--- src/hdl/gtmr_map.svh ---
// Register offsets, field positions, reset values and timing counts.
// Behaviour
// - Counter bytes are read separately with no latch, so the two bytes can come from different counts.
// - Gate enable hands counting to the gate.
// - Count only when gate level matches polarity.
// - Source select: pin, wrap pulse, comparator, reserved.
// - Companion timer wrap makes a gate pulse.
// - Toggle mode flips gate on rising edges.
// - Toggle flip-flop held clear while mode off.
// - Single pulse: count once, clear go after.
// - Toggle plus single pulse measure one cycle.
// - Gate value status shows the gate after polarity, or the single pulse window in single pulse mode.
// - Gate falling edge sets event flag, interrupt.
// - Counter wraps FFFF to 0000, sets flag.
// - Overflow interrupt needs four enables all set.
// - Sleep counting and wake only asynchronous external.
// - Wake continues; vectors when global enable set.
// - External counting needs a falling edge first.
// - Timer off stops counting, clears gate flip-flop.
`ifndef GTMR_MAP_SVH
`define GTMR_MAP_SVH

// -----------------------------------------------------------------------------
// Register offsets (byte addresses, one word each)
// -----------------------------------------------------------------------------
`define GT_OFF_CNT_LO   8'h00
`define GT_OFF_CNT_HI   8'h04
`define GT_OFF_TCTRL    8'h08
`define GT_OFF_GCTRL    8'h0C
`define GT_OFF_FLAGS    8'h10
`define GT_OFF_ENABLES  8'h14
`define GT_OFF_IRQCTL   8'h18

// -----------------------------------------------------------------------------
// Field positions
// -----------------------------------------------------------------------------
`define GT_TC_ON        0
`define GT_TC_SYNC      2
`define GT_TC_PS_LO     4
`define GT_TC_CS_LO     6
`define GT_GC_SS_LO     0
`define GT_GC_VAL       2
`define GT_GC_GO        3
`define GT_GC_SPM       4
`define GT_GC_TM        5
`define GT_GC_POL       6
`define GT_GC_GE        7
`define GT_FL_OVF       0
`define GT_FL_GATE      7
`define GT_IC_PERIPHERAL_IRQ_ENABLE      6
`define GT_IC_GIE       7

// -----------------------------------------------------------------------------
// Writable masks and reset values
// -----------------------------------------------------------------------------
`define GT_TC_WMASK     8'hF5
`define GT_GC_WMASK     8'hF3
`define GT_EN_WMASK     8'h81
`define GT_IC_WMASK     8'hC0
`define GT_RST_BYTE     8'h00

// -----------------------------------------------------------------------------
// Timing
// -----------------------------------------------------------------------------
`define GT_CLK_KHZ      125000
`define GT_LF_KHZ       31
`define GT_LF_DIV       (`GT_CLK_KHZ / `GT_LF_KHZ)
`define GT_INSTR_DIV    4

`endif

--- src/hdl/gtmr_pkg.sv ---
// Types shared by the gated sixteen-bit timer.
package gtmr_pkg;

    typedef enum logic [1:0] {
        GT_CS_INSTR = 2'h0,
        GT_CS_SYS   = 2'h1,
        GT_CS_EXT   = 2'h2,
        GT_CS_LF    = 2'h3
    } gtmr_clk_src_t;

    typedef enum logic [1:0] {
        GT_GS_PIN   = 2'h0,
        GT_GS_WRAP  = 2'h1,
        GT_GS_CMP   = 2'h2,
        GT_GS_RSVD  = 2'h3
    } gtmr_gate_src_t;

    typedef enum logic [2:0] {
        GT_SP_IDLE  = 3'h1,
        GT_SP_ARMED = 3'h2,
        GT_SP_RUN   = 3'h4
    } gtmr_sp_state_t;

endpackage

--- src/hdl/gtmr_sync.sv ---
// Two-stage synchroniser for a group of asynchronous levels.
`timescale 1ns/1ns
module gtmr_sync #(
    parameter int W = 1
) (
    input  wire logic         clk_i,
    input  wire logic         rst_i,
    input  wire logic [W-1:0] d_i,
    output logic      [W-1:0] q_o
);
    logic [W-1:0] meta_q;

    always_ff @(posedge clk_i)
    begin
        if (rst_i)
        begin
            meta_q <= '0;
            q_o    <= '0;
        end
        else
        begin
            meta_q <= d_i;
            q_o    <= meta_q;
        end
    end
endmodule

--- src/hdl/gtmr_top.sv ---
// Gated sixteen-bit timer with Wishbone register access.
`timescale 1ns/1ns
`include "gtmr_map.svh"
module gtmr_top (
    input  wire logic        clk_i,
    input  wire logic        rst_i,
    input  wire logic        wb_cyc_i,
    input  wire logic        wb_stb_i,
    input  wire logic        wb_we_i,
    input  wire logic [7:0]  wb_adr_i,
    input  wire logic [3:0]  wb_sel_i,
    input  wire logic [31:0] wb_dat_i,
    output logic      [31:0] wb_dat_o,
    output logic             wb_ack_o,
    input  wire logic        timer_clock_pin_i,
    input  wire logic        gate_pin_i,
    input  wire logic        comparator_one_output_i,
    input  wire logic [7:0]  companion_count_i,
    input  wire logic        sleep_i,
    output logic             irq_o,
    output logic             wake_o
);
    import gtmr_pkg::*;

    // -------------------------------------------------------------------------
    // Register state
    // -------------------------------------------------------------------------
    logic [15:0]    cnt_q;
    logic [7:0]     tctrl_q;
    logic [7:0]     gctrl_q;
    logic [7:0]     en_q;
    logic [7:0]     ic_q;
    logic           ovf_flag_q;
    logic           gate_flag_q;
    logic           ack_q;
    logic [31:0]    rdat_q;
    logic           irq_q;
    logic           wake_q;
    gtmr_sp_state_t sp_q;
    gtmr_sp_state_t sp_d;

    // -------------------------------------------------------------------------
    // Bus decode
    // -------------------------------------------------------------------------
    wire req     = wb_cyc_i & wb_stb_i & ~ack_q;
    wire wr      = req & wb_we_i & wb_sel_i[0];
    wire [7:0] wdat = wb_dat_i[7:0];
    wire wr_lo   = wr & (wb_adr_i == `GT_OFF_CNT_LO);
    wire wr_hi   = wr & (wb_adr_i == `GT_OFF_CNT_HI);
    wire wr_tc   = wr & (wb_adr_i == `GT_OFF_TCTRL);
    wire wr_gc   = wr & (wb_adr_i == `GT_OFF_GCTRL);
    wire wr_fl   = wr & (wb_adr_i == `GT_OFF_FLAGS);
    wire wr_en   = wr & (wb_adr_i == `GT_OFF_ENABLES);
    wire wr_ic   = wr & (wb_adr_i == `GT_OFF_IRQCTL);
    wire cnt_wr  = wr_lo | wr_hi;

    // -------------------------------------------------------------------------
    // Control fields
    // -------------------------------------------------------------------------
    wire timer_on   = tctrl_q[`GT_TC_ON];
    wire sync_bypass = tctrl_q[`GT_TC_SYNC];
    wire [1:0] prescale = tctrl_q[`GT_TC_PS_LO+1:`GT_TC_PS_LO];
    wire [1:0] clock_source_select = tctrl_q[`GT_TC_CS_LO+1:`GT_TC_CS_LO];
    wire gate_enable    = gctrl_q[`GT_GC_GE];
    wire gate_polarity  = gctrl_q[`GT_GC_POL];
    wire gate_toggle_mode = gctrl_q[`GT_GC_TM];
    wire gate_single_pulse_mode = gctrl_q[`GT_GC_SPM];
    wire [1:0] gate_source_select = gctrl_q[`GT_GC_SS_LO+1:`GT_GC_SS_LO];
    wire ext_sel = (clock_source_select == GT_CS_EXT);

    // -------------------------------------------------------------------------
    // Clock source ticks and prescaler
    // -------------------------------------------------------------------------
    logic [1:0]  instr_cnt_q;
    logic [11:0] lf_cnt_q;
    logic        ext_q;
    logic        fall_seen_q;
    logic [2:0]  presc_q;

    wire instr_tick = (instr_cnt_q == 2'(`GT_INSTR_DIV - 1));
    wire lf_tick    = (lf_cnt_q == 12'(`GT_LF_DIV - 1));
    wire ext_rise   = timer_clock_pin_i & ~ext_q;
    wire ext_fall   = ~timer_clock_pin_i & ext_q;
    wire src_tick   = (clock_source_select == GT_CS_INSTR) ? instr_tick :
                      (clock_source_select == GT_CS_SYS)   ? 1'b1 :
                      (clock_source_select == GT_CS_EXT)   ? ext_rise :
                                                             lf_tick;
    wire [2:0] ps_mask = (prescale == 2'h0) ? 3'h0 :
                         (prescale == 2'h1) ? 3'h1 :
                         (prescale == 2'h2) ? 3'h3 : 3'h7;
    wire tick = src_tick & ((presc_q & ps_mask) == ps_mask);

    // External counting waits for a falling edge after arming.
    wire ext_ready = ~ext_sel | fall_seen_q;
    // In sleep only the unsynchronised external source keeps running.
    wire sleep_ok  = ~sleep_i | (ext_sel & sync_bypass);

    // -------------------------------------------------------------------------
    // Gate path
    // -------------------------------------------------------------------------
    logic [1:0] gate_sync;
    logic       wrap_q;
    logic [7:0] comp_prev_q;
    logic       tff_q;
    logic       src_q;
    logic       pol_q;
    logic       gval_q;

    // Pin and comparator are asynchronous, so they are resynchronised.
    gtmr_sync #(
        .W (2)
    ) u_gate_sync (
        .clk_i (clk_i),
        .rst_i (rst_i),
        .d_i   ({comparator_one_output_i, gate_pin_i}),
        .q_o   (gate_sync)
    );

    // A wrap of the companion timer from FF to 00 gives a one-cycle pulse.
    wire wrap_evt = (comp_prev_q == 8'hFF) & (companion_count_i == 8'h00);
    wire src_raw = (gate_source_select == GT_GS_PIN)  ? gate_sync[0] :
                   (gate_source_select == GT_GS_WRAP) ? wrap_q :
                   (gate_source_select == GT_GS_CMP)  ? gate_sync[1] :
                                                        1'b0;
    wire src_rise = src_raw & ~src_q;
    wire tg       = gate_toggle_mode ? tff_q : src_raw;
    // High when the gate level matches the polarity.
    wire pol_gate = ~(tg ^ gate_polarity);
    wire pol_rise = pol_gate & ~pol_q;
    wire pol_fall = ~pol_gate & pol_q;
    wire sp_run   = (sp_q == GT_SP_RUN);
    // Combining toggle and single pulse yields one full source cycle.
    wire gate_ctrl = gate_single_pulse_mode ? sp_run : pol_gate;
    wire gate_fall = ~gate_ctrl & gval_q;
    wire go_done  = (sp_q != GT_SP_IDLE);

    always_comb
    begin
        sp_d = sp_q;
        unique case (sp_q)
            GT_SP_IDLE:
                if (wr_gc & wdat[`GT_GC_GO])
                    sp_d = GT_SP_ARMED;
            GT_SP_ARMED:
                if (wr_gc & ~wdat[`GT_GC_GO])
                    sp_d = GT_SP_IDLE;
                else if (gate_single_pulse_mode & pol_rise)
                    sp_d = GT_SP_RUN;
            GT_SP_RUN:
                if (wr_gc & ~wdat[`GT_GC_GO])
                    sp_d = GT_SP_IDLE;
                else if (gate_single_pulse_mode & pol_fall)
                    sp_d = GT_SP_IDLE;
            default:
                sp_d = GT_SP_IDLE;
        endcase
    end

    // -------------------------------------------------------------------------
    // Counter
    // -------------------------------------------------------------------------
    // Gate enable matters only while the timer runs.
    wire cnt_open = timer_on & (~gate_enable | gate_ctrl);
    // A counter write wins over an increment in the same cycle.
    wire inc      = cnt_open & tick & ext_ready & sleep_ok & ~cnt_wr;
    wire ovf_evt  = inc & (cnt_q == 16'hFFFF);

    always_ff @(posedge clk_i)
    begin
        if (rst_i)
        begin
            instr_cnt_q <= 2'h0;
            lf_cnt_q    <= 12'h000;
            ext_q       <= 1'b0;
            presc_q     <= 3'h0;
            fall_seen_q <= 1'b0;
            cnt_q       <= 16'h0000;
        end
        else
        begin
            instr_cnt_q <= instr_tick ? 2'h0 : instr_cnt_q + 2'h1;
            lf_cnt_q    <= lf_tick ? 12'h000 : lf_cnt_q + 12'h001;
            ext_q       <= timer_clock_pin_i;
            if (cnt_wr | ~timer_on)
                presc_q <= 3'h0;
            else if (src_tick & cnt_open)
                presc_q <= presc_q + 3'h1;
            if (cnt_wr | ~timer_on)
                fall_seen_q <= 1'b0;
            else if (ext_fall)
                fall_seen_q <= 1'b1;
            if (wr_lo)
                cnt_q[7:0] <= wdat;
            else if (wr_hi)
                cnt_q[15:8] <= wdat;
            else if (inc)
                cnt_q <= cnt_q + 16'h0001;
        end
    end

    always_ff @(posedge clk_i)
    begin
        if (rst_i)
        begin
            comp_prev_q <= 8'h00;
            wrap_q      <= 1'b0;
            src_q       <= 1'b0;
            pol_q       <= 1'b0;
            gval_q      <= 1'b0;
            tff_q       <= 1'b0;
            sp_q        <= GT_SP_IDLE;
        end
        else
        begin
            comp_prev_q <= companion_count_i;
            wrap_q      <= wrap_evt;
            src_q       <= src_raw;
            pol_q       <= pol_gate;
            gval_q      <= gate_ctrl;
            if (~gate_toggle_mode | ~timer_on)
                tff_q <= 1'b0;
            else if (src_rise)
                tff_q <= ~tff_q;
            sp_q <= sp_d;
        end
    end

    // -------------------------------------------------------------------------
    // Registers and flags
    // -------------------------------------------------------------------------
    // Hardware setting a flag wins over a software clear in the same cycle.
    wire ovf_flag_d  = ovf_evt |
                       (wr_fl ? wdat[`GT_FL_OVF] : ovf_flag_q);
    wire gate_flag_d = gate_fall |
                       (wr_fl ? wdat[`GT_FL_GATE] : gate_flag_q);
    wire peripheral_irq_enable = ic_q[`GT_IC_PERIPHERAL_IRQ_ENABLE];
    wire global_irq_enable  = ic_q[`GT_IC_GIE];
    wire ovf_irq  = ovf_flag_q & en_q[`GT_FL_OVF] & timer_on;
    wire gate_irq = gate_flag_q & en_q[`GT_FL_GATE];
    wire irq_d    = global_irq_enable & peripheral_irq_enable & (ovf_irq | gate_irq);
    wire wake_d   = sleep_i & ovf_irq & peripheral_irq_enable & sync_bypass & ext_sel;

    // Each counter byte has its own word and no latch, so the two bytes may come from different counts.
    wire [7:0] rd_byte =
        (wb_adr_i == `GT_OFF_CNT_LO)  ? cnt_q[7:0] :
        (wb_adr_i == `GT_OFF_CNT_HI)  ? cnt_q[15:8] :
        (wb_adr_i == `GT_OFF_TCTRL)   ? tctrl_q :
        (wb_adr_i == `GT_OFF_GCTRL)   ?
            {gctrl_q[7:4], go_done, gate_ctrl, gctrl_q[1:0]} :
        (wb_adr_i == `GT_OFF_FLAGS)   ?
            {gate_flag_q, 6'h00, ovf_flag_q} :
        (wb_adr_i == `GT_OFF_ENABLES) ? en_q :
        (wb_adr_i == `GT_OFF_IRQCTL)  ? ic_q : 8'h00;

    always_ff @(posedge clk_i)
    begin
        if (rst_i)
        begin
            tctrl_q     <= `GT_RST_BYTE;
            gctrl_q     <= `GT_RST_BYTE;
            en_q        <= `GT_RST_BYTE;
            ic_q        <= `GT_RST_BYTE;
            ovf_flag_q  <= 1'b0;
            gate_flag_q <= 1'b0;
            ack_q       <= 1'b0;
            rdat_q      <= 32'h00000000;
            irq_q       <= 1'b0;
            wake_q      <= 1'b0;
        end
        else
        begin
            if (wr_tc)
                tctrl_q <= wdat & `GT_TC_WMASK;
            if (wr_gc)
                gctrl_q <= wdat & `GT_GC_WMASK;
            if (wr_en)
                en_q <= wdat & `GT_EN_WMASK;
            if (wr_ic)
                ic_q <= wdat & `GT_IC_WMASK;
            ovf_flag_q  <= ovf_flag_d;
            gate_flag_q <= gate_flag_d;
            ack_q       <= req;
            if (req)
                rdat_q <= {24'h000000, rd_byte};
            irq_q  <= irq_d;
            wake_q <= wake_d;
        end
    end

    assign wb_ack_o = ack_q;
    assign wb_dat_o = rdat_q;
    assign irq_o    = irq_q;
    assign wake_o   = wake_q;
endmodule

--- config.mk ---
export PLATFORM = sky130hd
export DESIGN_NAME = gtmr_top
export DESIGN_NICKNAME = d
export VERILOG_FILES = /design/src/hdl/gtmr_pkg.sv /design/src/hdl/gtmr_sync.sv /design/src/hdl/gtmr_top.sv
export VERILOG_INCLUDE_DIRS = /design/src /design/src/hdl
export SDC_FILE = /design/constraint.sdc
export NUM_CORES = 1
export LEC_CHECK = 0
export BUFFER_PORTS_ARGS = -buffer_cell sky130_fd_sc_hd__buf_2
export CAP_MARGIN = 20
export CORE_MARGIN = 2
export CORE_UTILIZATION = 49
export DETAILED_ROUTE_END_ITERATION = 8
export PLACE_DENSITY = 0.76
export SYNTH_ARGS = -nofsm -noshare
export SYNTH_HDL_FRONTEND = slang
export SYNTH_SLANG_ARGS = --single-unit
--- constraint.sdc ---
create_clock -name clk_i -period 3 [get_ports clk_i]
set_input_delay 0.9 -clock clk_i [delete_from_list [all_inputs] [get_ports clk_i]]
set_output_delay 0.9 -clock clk_i [all_outputs]
set_load 0.01 [all_outputs]
==> results.toml <==
[clock_tree]
clockBufferDepth = 2
cts_root_buf = "clkbuf_8"
cts.reportedPaths.clkPinSlew_ns = 0.09
holdBufCountCts = 0
cts_tree = "yes"
clk_latency_ns = 0.36
cts_repair_resize_count = 0
cts_made_buffers = 9
numClockSinks = 84
htreeDepth = 3
postCtsSetupBuffers = 0

[setup_path]
crit_chain = "buf_2, or3b_2, a21oi_1, o221ai_1, or3_1, buf_4, o311ai_0, a31oi_1"
end_kind = "register"
worstSetupPathType = "in2reg"
r2r_start = "gctrl_q[1]"
worst-path-buf-inv = 2
critPathSlowestCell = "or3_1"
crit_path_start_kind = "primary input"
cpPeakStageDelay_ns = 0.49
cp.required_ns = 3.25
startpoint = "timer_clock_pin_i"
cp_max_fo = 6
crit_family = "simple AND/OR/NAND/NOR gates"
arrival_ns = 2.96

[floorplanning]
floorplan.core_area_um2 = 8300
die-area_um2 = 9390
start_util_pct = 50.9
fp-row-count = 33
ioPinCount = 96
chipWidth_um = 96.9
die-height_um = 96.9

[sta]
setup_viol = 0
slew_headroom_pct = 50.4
rsz0062_at_grt = "no"
finalHoldViolCount = 0
max_freq_ghz = 0.369
fin_crit_ns = 2.71
skew_ns = 0.0111
tightest_slew_ns = 0.726
report.final.slew_viol_count = 0
min_period_over_period_pct = 90.3

[yosys]
syn_inst = 498
synthTopCellsByArea = "dfxtp_1, nor2_1, mux2i_1"
synth_seq_cells = 84
synth_common_cells = "dfxtp_1, nor2_1, nand2_1"
seq_area_frac_synth_pct = 39.8
yosysMostFrequentCell = "dfxtp_1"
synth-async-reset-ratio_pct = 0
netlist-cell-type-count = 62
syn-cell-area_um2 = 4230
yosysWarnings = 0
yosys.area.top_type = "dfxtp_1"
synth-main-ff-cell = "dfxtp_1"
synth.avg_cell_area_um2 = 8.49
synth_top_cell_area_share_pct = 39.8
synth_edf_count = 0

[drt]
drt_iter0_markers = 295
via_count = 3854
drt_wl_total_um = 10400
route.detailed.drc = 0
wl_per_cell_um = 15.7
drt_pass1_iterations = 5
vias_per_cell = 5.79
antenna_left = 0

[placed_design]
portBuffers = 44
place_congestion = 0.922
hpwl_um = 7810

[finish]
area_delta_synth_final_pct = 12.8
final_util_pct = 57.4
drive_gt1_share_pct = 17.5
antenna_cells = 0
fin_nets = 621
multi_input_area_um2 = 2330
regArea_um2 = 1680
nFillCells = 773

[power_and_ir_drop]
power_density_nw_per_um2 = 427
p_comb_share_pct = 7.6
p_leak_nw = 1.82
switching_power_w = 0.000535
p_total_w = 0.00204
clock_power_share_pct = 36.1
p_seq_share_pct = 56.3
swShare_pct = 26.2
p_int_w = 0.00150
ir_drop_uv = 326

[grt]
grt-ovfl-total = 0
antenna_found_initial = 0
grt_pass1_vias = 3564
grt_usage_pct = 22.3
grt_pass1_wl_um = 17100
grt_max_degree = 29

[run]
cap_violations = 0

[worst_hold_path]
holdCritStartpoint = "comp_prev_q[0]"
hp-class = "reg2reg"

[outcome]
outcome = "finished clean"
final timing paths:
path | end | slack [ns] | cells after the start
max reg2reg | sp_q[2] | 0.36 | 6
min | wrap_q | 0.43 | 2
max | cnt_q[5] | 0.29 | 8
min reg2reg | wrap_q | 0.43 | 2
power by group through the flow:
stage          sequential [W]  combinational (W)  clock (W)
6_report              0.00115           0.000154   0.000735
5_1_grt               0.00115           0.000170   0.000802
4_1_cts               0.00115           0.000153   0.000757
3_5_place_dp          0.00117           0.000153          0
3_3_place_gp          0.00117           0.000149          0
2_1_floorplan         0.00117           0.000112          0
per-layer routing:
layer  track usage, %  vias up  wire (um)
li1                 -     1866          -
met1             28.7     1792       4390
met2             36.5      173       4920
met4             7.91        0        281
met3             5.64       23        844
met5                0        -          0
metrics by stage:
step                hold slack, ns  setup slack [ns]  setup TNS [ns]  area [um^2]  instances
CTS                          0.429             0.310               0         4770        666
detailed placement           0.420           -0.0912          -0.180         4590        650
global placement             0.417           -0.0264         -0.0519         4590        650
global route                 0.428             0.126               0         4770        666
floorplan                    0.404            0.0686               0         4310        521
finish                       0.430             0.290               0         4770        666
registers in the layout, indices dropped and copies added, names as in the netlist, 2 cells and up:
register            cells
en_q                    2
gctrl_q                 6
wb_dat_o                8
tctrl_q                 6
cnt_q                  16
presc_q                 3
u_gate_sync.q_o         2
sp_q                    3
lf_cnt_q               12
ic_q                    2
comp_prev_q             8
instr_cnt_q             2
u_gate_sync.meta_q      2
final cells by class:
cell class	instances	area share [%]
multi-input cells	380	48.8
flip-flops and latches	84	35.3
repair buffers	69	8.56
well taps	105	2.76
clock buffers	10	2.68
clock inverters	6	0.971
inverters	12	0.945
worst reg2reg max path, stage by stage, from the launching register on:
cell and delay (ns):
dfxtp_1 0.41, mux2_2 0.39, a221oi_4 0.29, xor2_1 0.23, mux2_2 0.35, a2111oi_0 0.67, mux2i_1 0.24
placed cells by master (no fill, tap or decap), types with 3 or more instances in the layout:
cell type  synthesis  layout
and2_1             6       6
xnor2_1            9       9
nand3b_1           5       5
nor3_1            13      13
ha_1               4       4
nand3_1           14      14
nand2b_1           5       5
buf_4             24      25
nor2b_1           17      17
and3_1            10      10
nor2_1            63      63
nor4b_1            3       3
o221ai_1           4       4
nor3b_1            5       5
and4_1             5       5
a32oi_1            4       4
a311oi_1           6       6
inv_1             12      12
dfxtp_1           84      84
a31oi_1            6       6
nand4_1           13      13
conb_1             1      24
xor2_1             7       7
a21oi_1           23      23
nor4_1            11      11
o21ai_0            5       5
mux2i_1           19      19
clkbuf_8           0       9
o311ai_0           3       3
o211ai_1           3       3
or4_1              4       4
nand2_1           42      42
mux2_2             4       4
buf_2              0      44
a211oi_1           9       9
kinds of logic (layout without fill, tap and decap cells):
| kind of cell | Yosys count | after routing | share of synthesized area, % |
|---|---|---|---|
| AO/OA/AOI/OAI | 83 | 83 | 14.3 |
| XOR/XNOR | 16 | 16 | 3.31 |
| adder cells (fa/ha/maj) | 4 | 4 | 1.18 |
| buffers and inverters | 57 | 97 | 7.22 |
| flip-flops | 84 | 84 | 39.8 |
| multiplexers | 23 | 23 | 5.56 |
| other | 1 | 24 | 0.0887 |
| AND/OR/NAND/NOR | 230 | 230 | 28.5 |
Note: power is estimated with default switching activity, not from simulation.
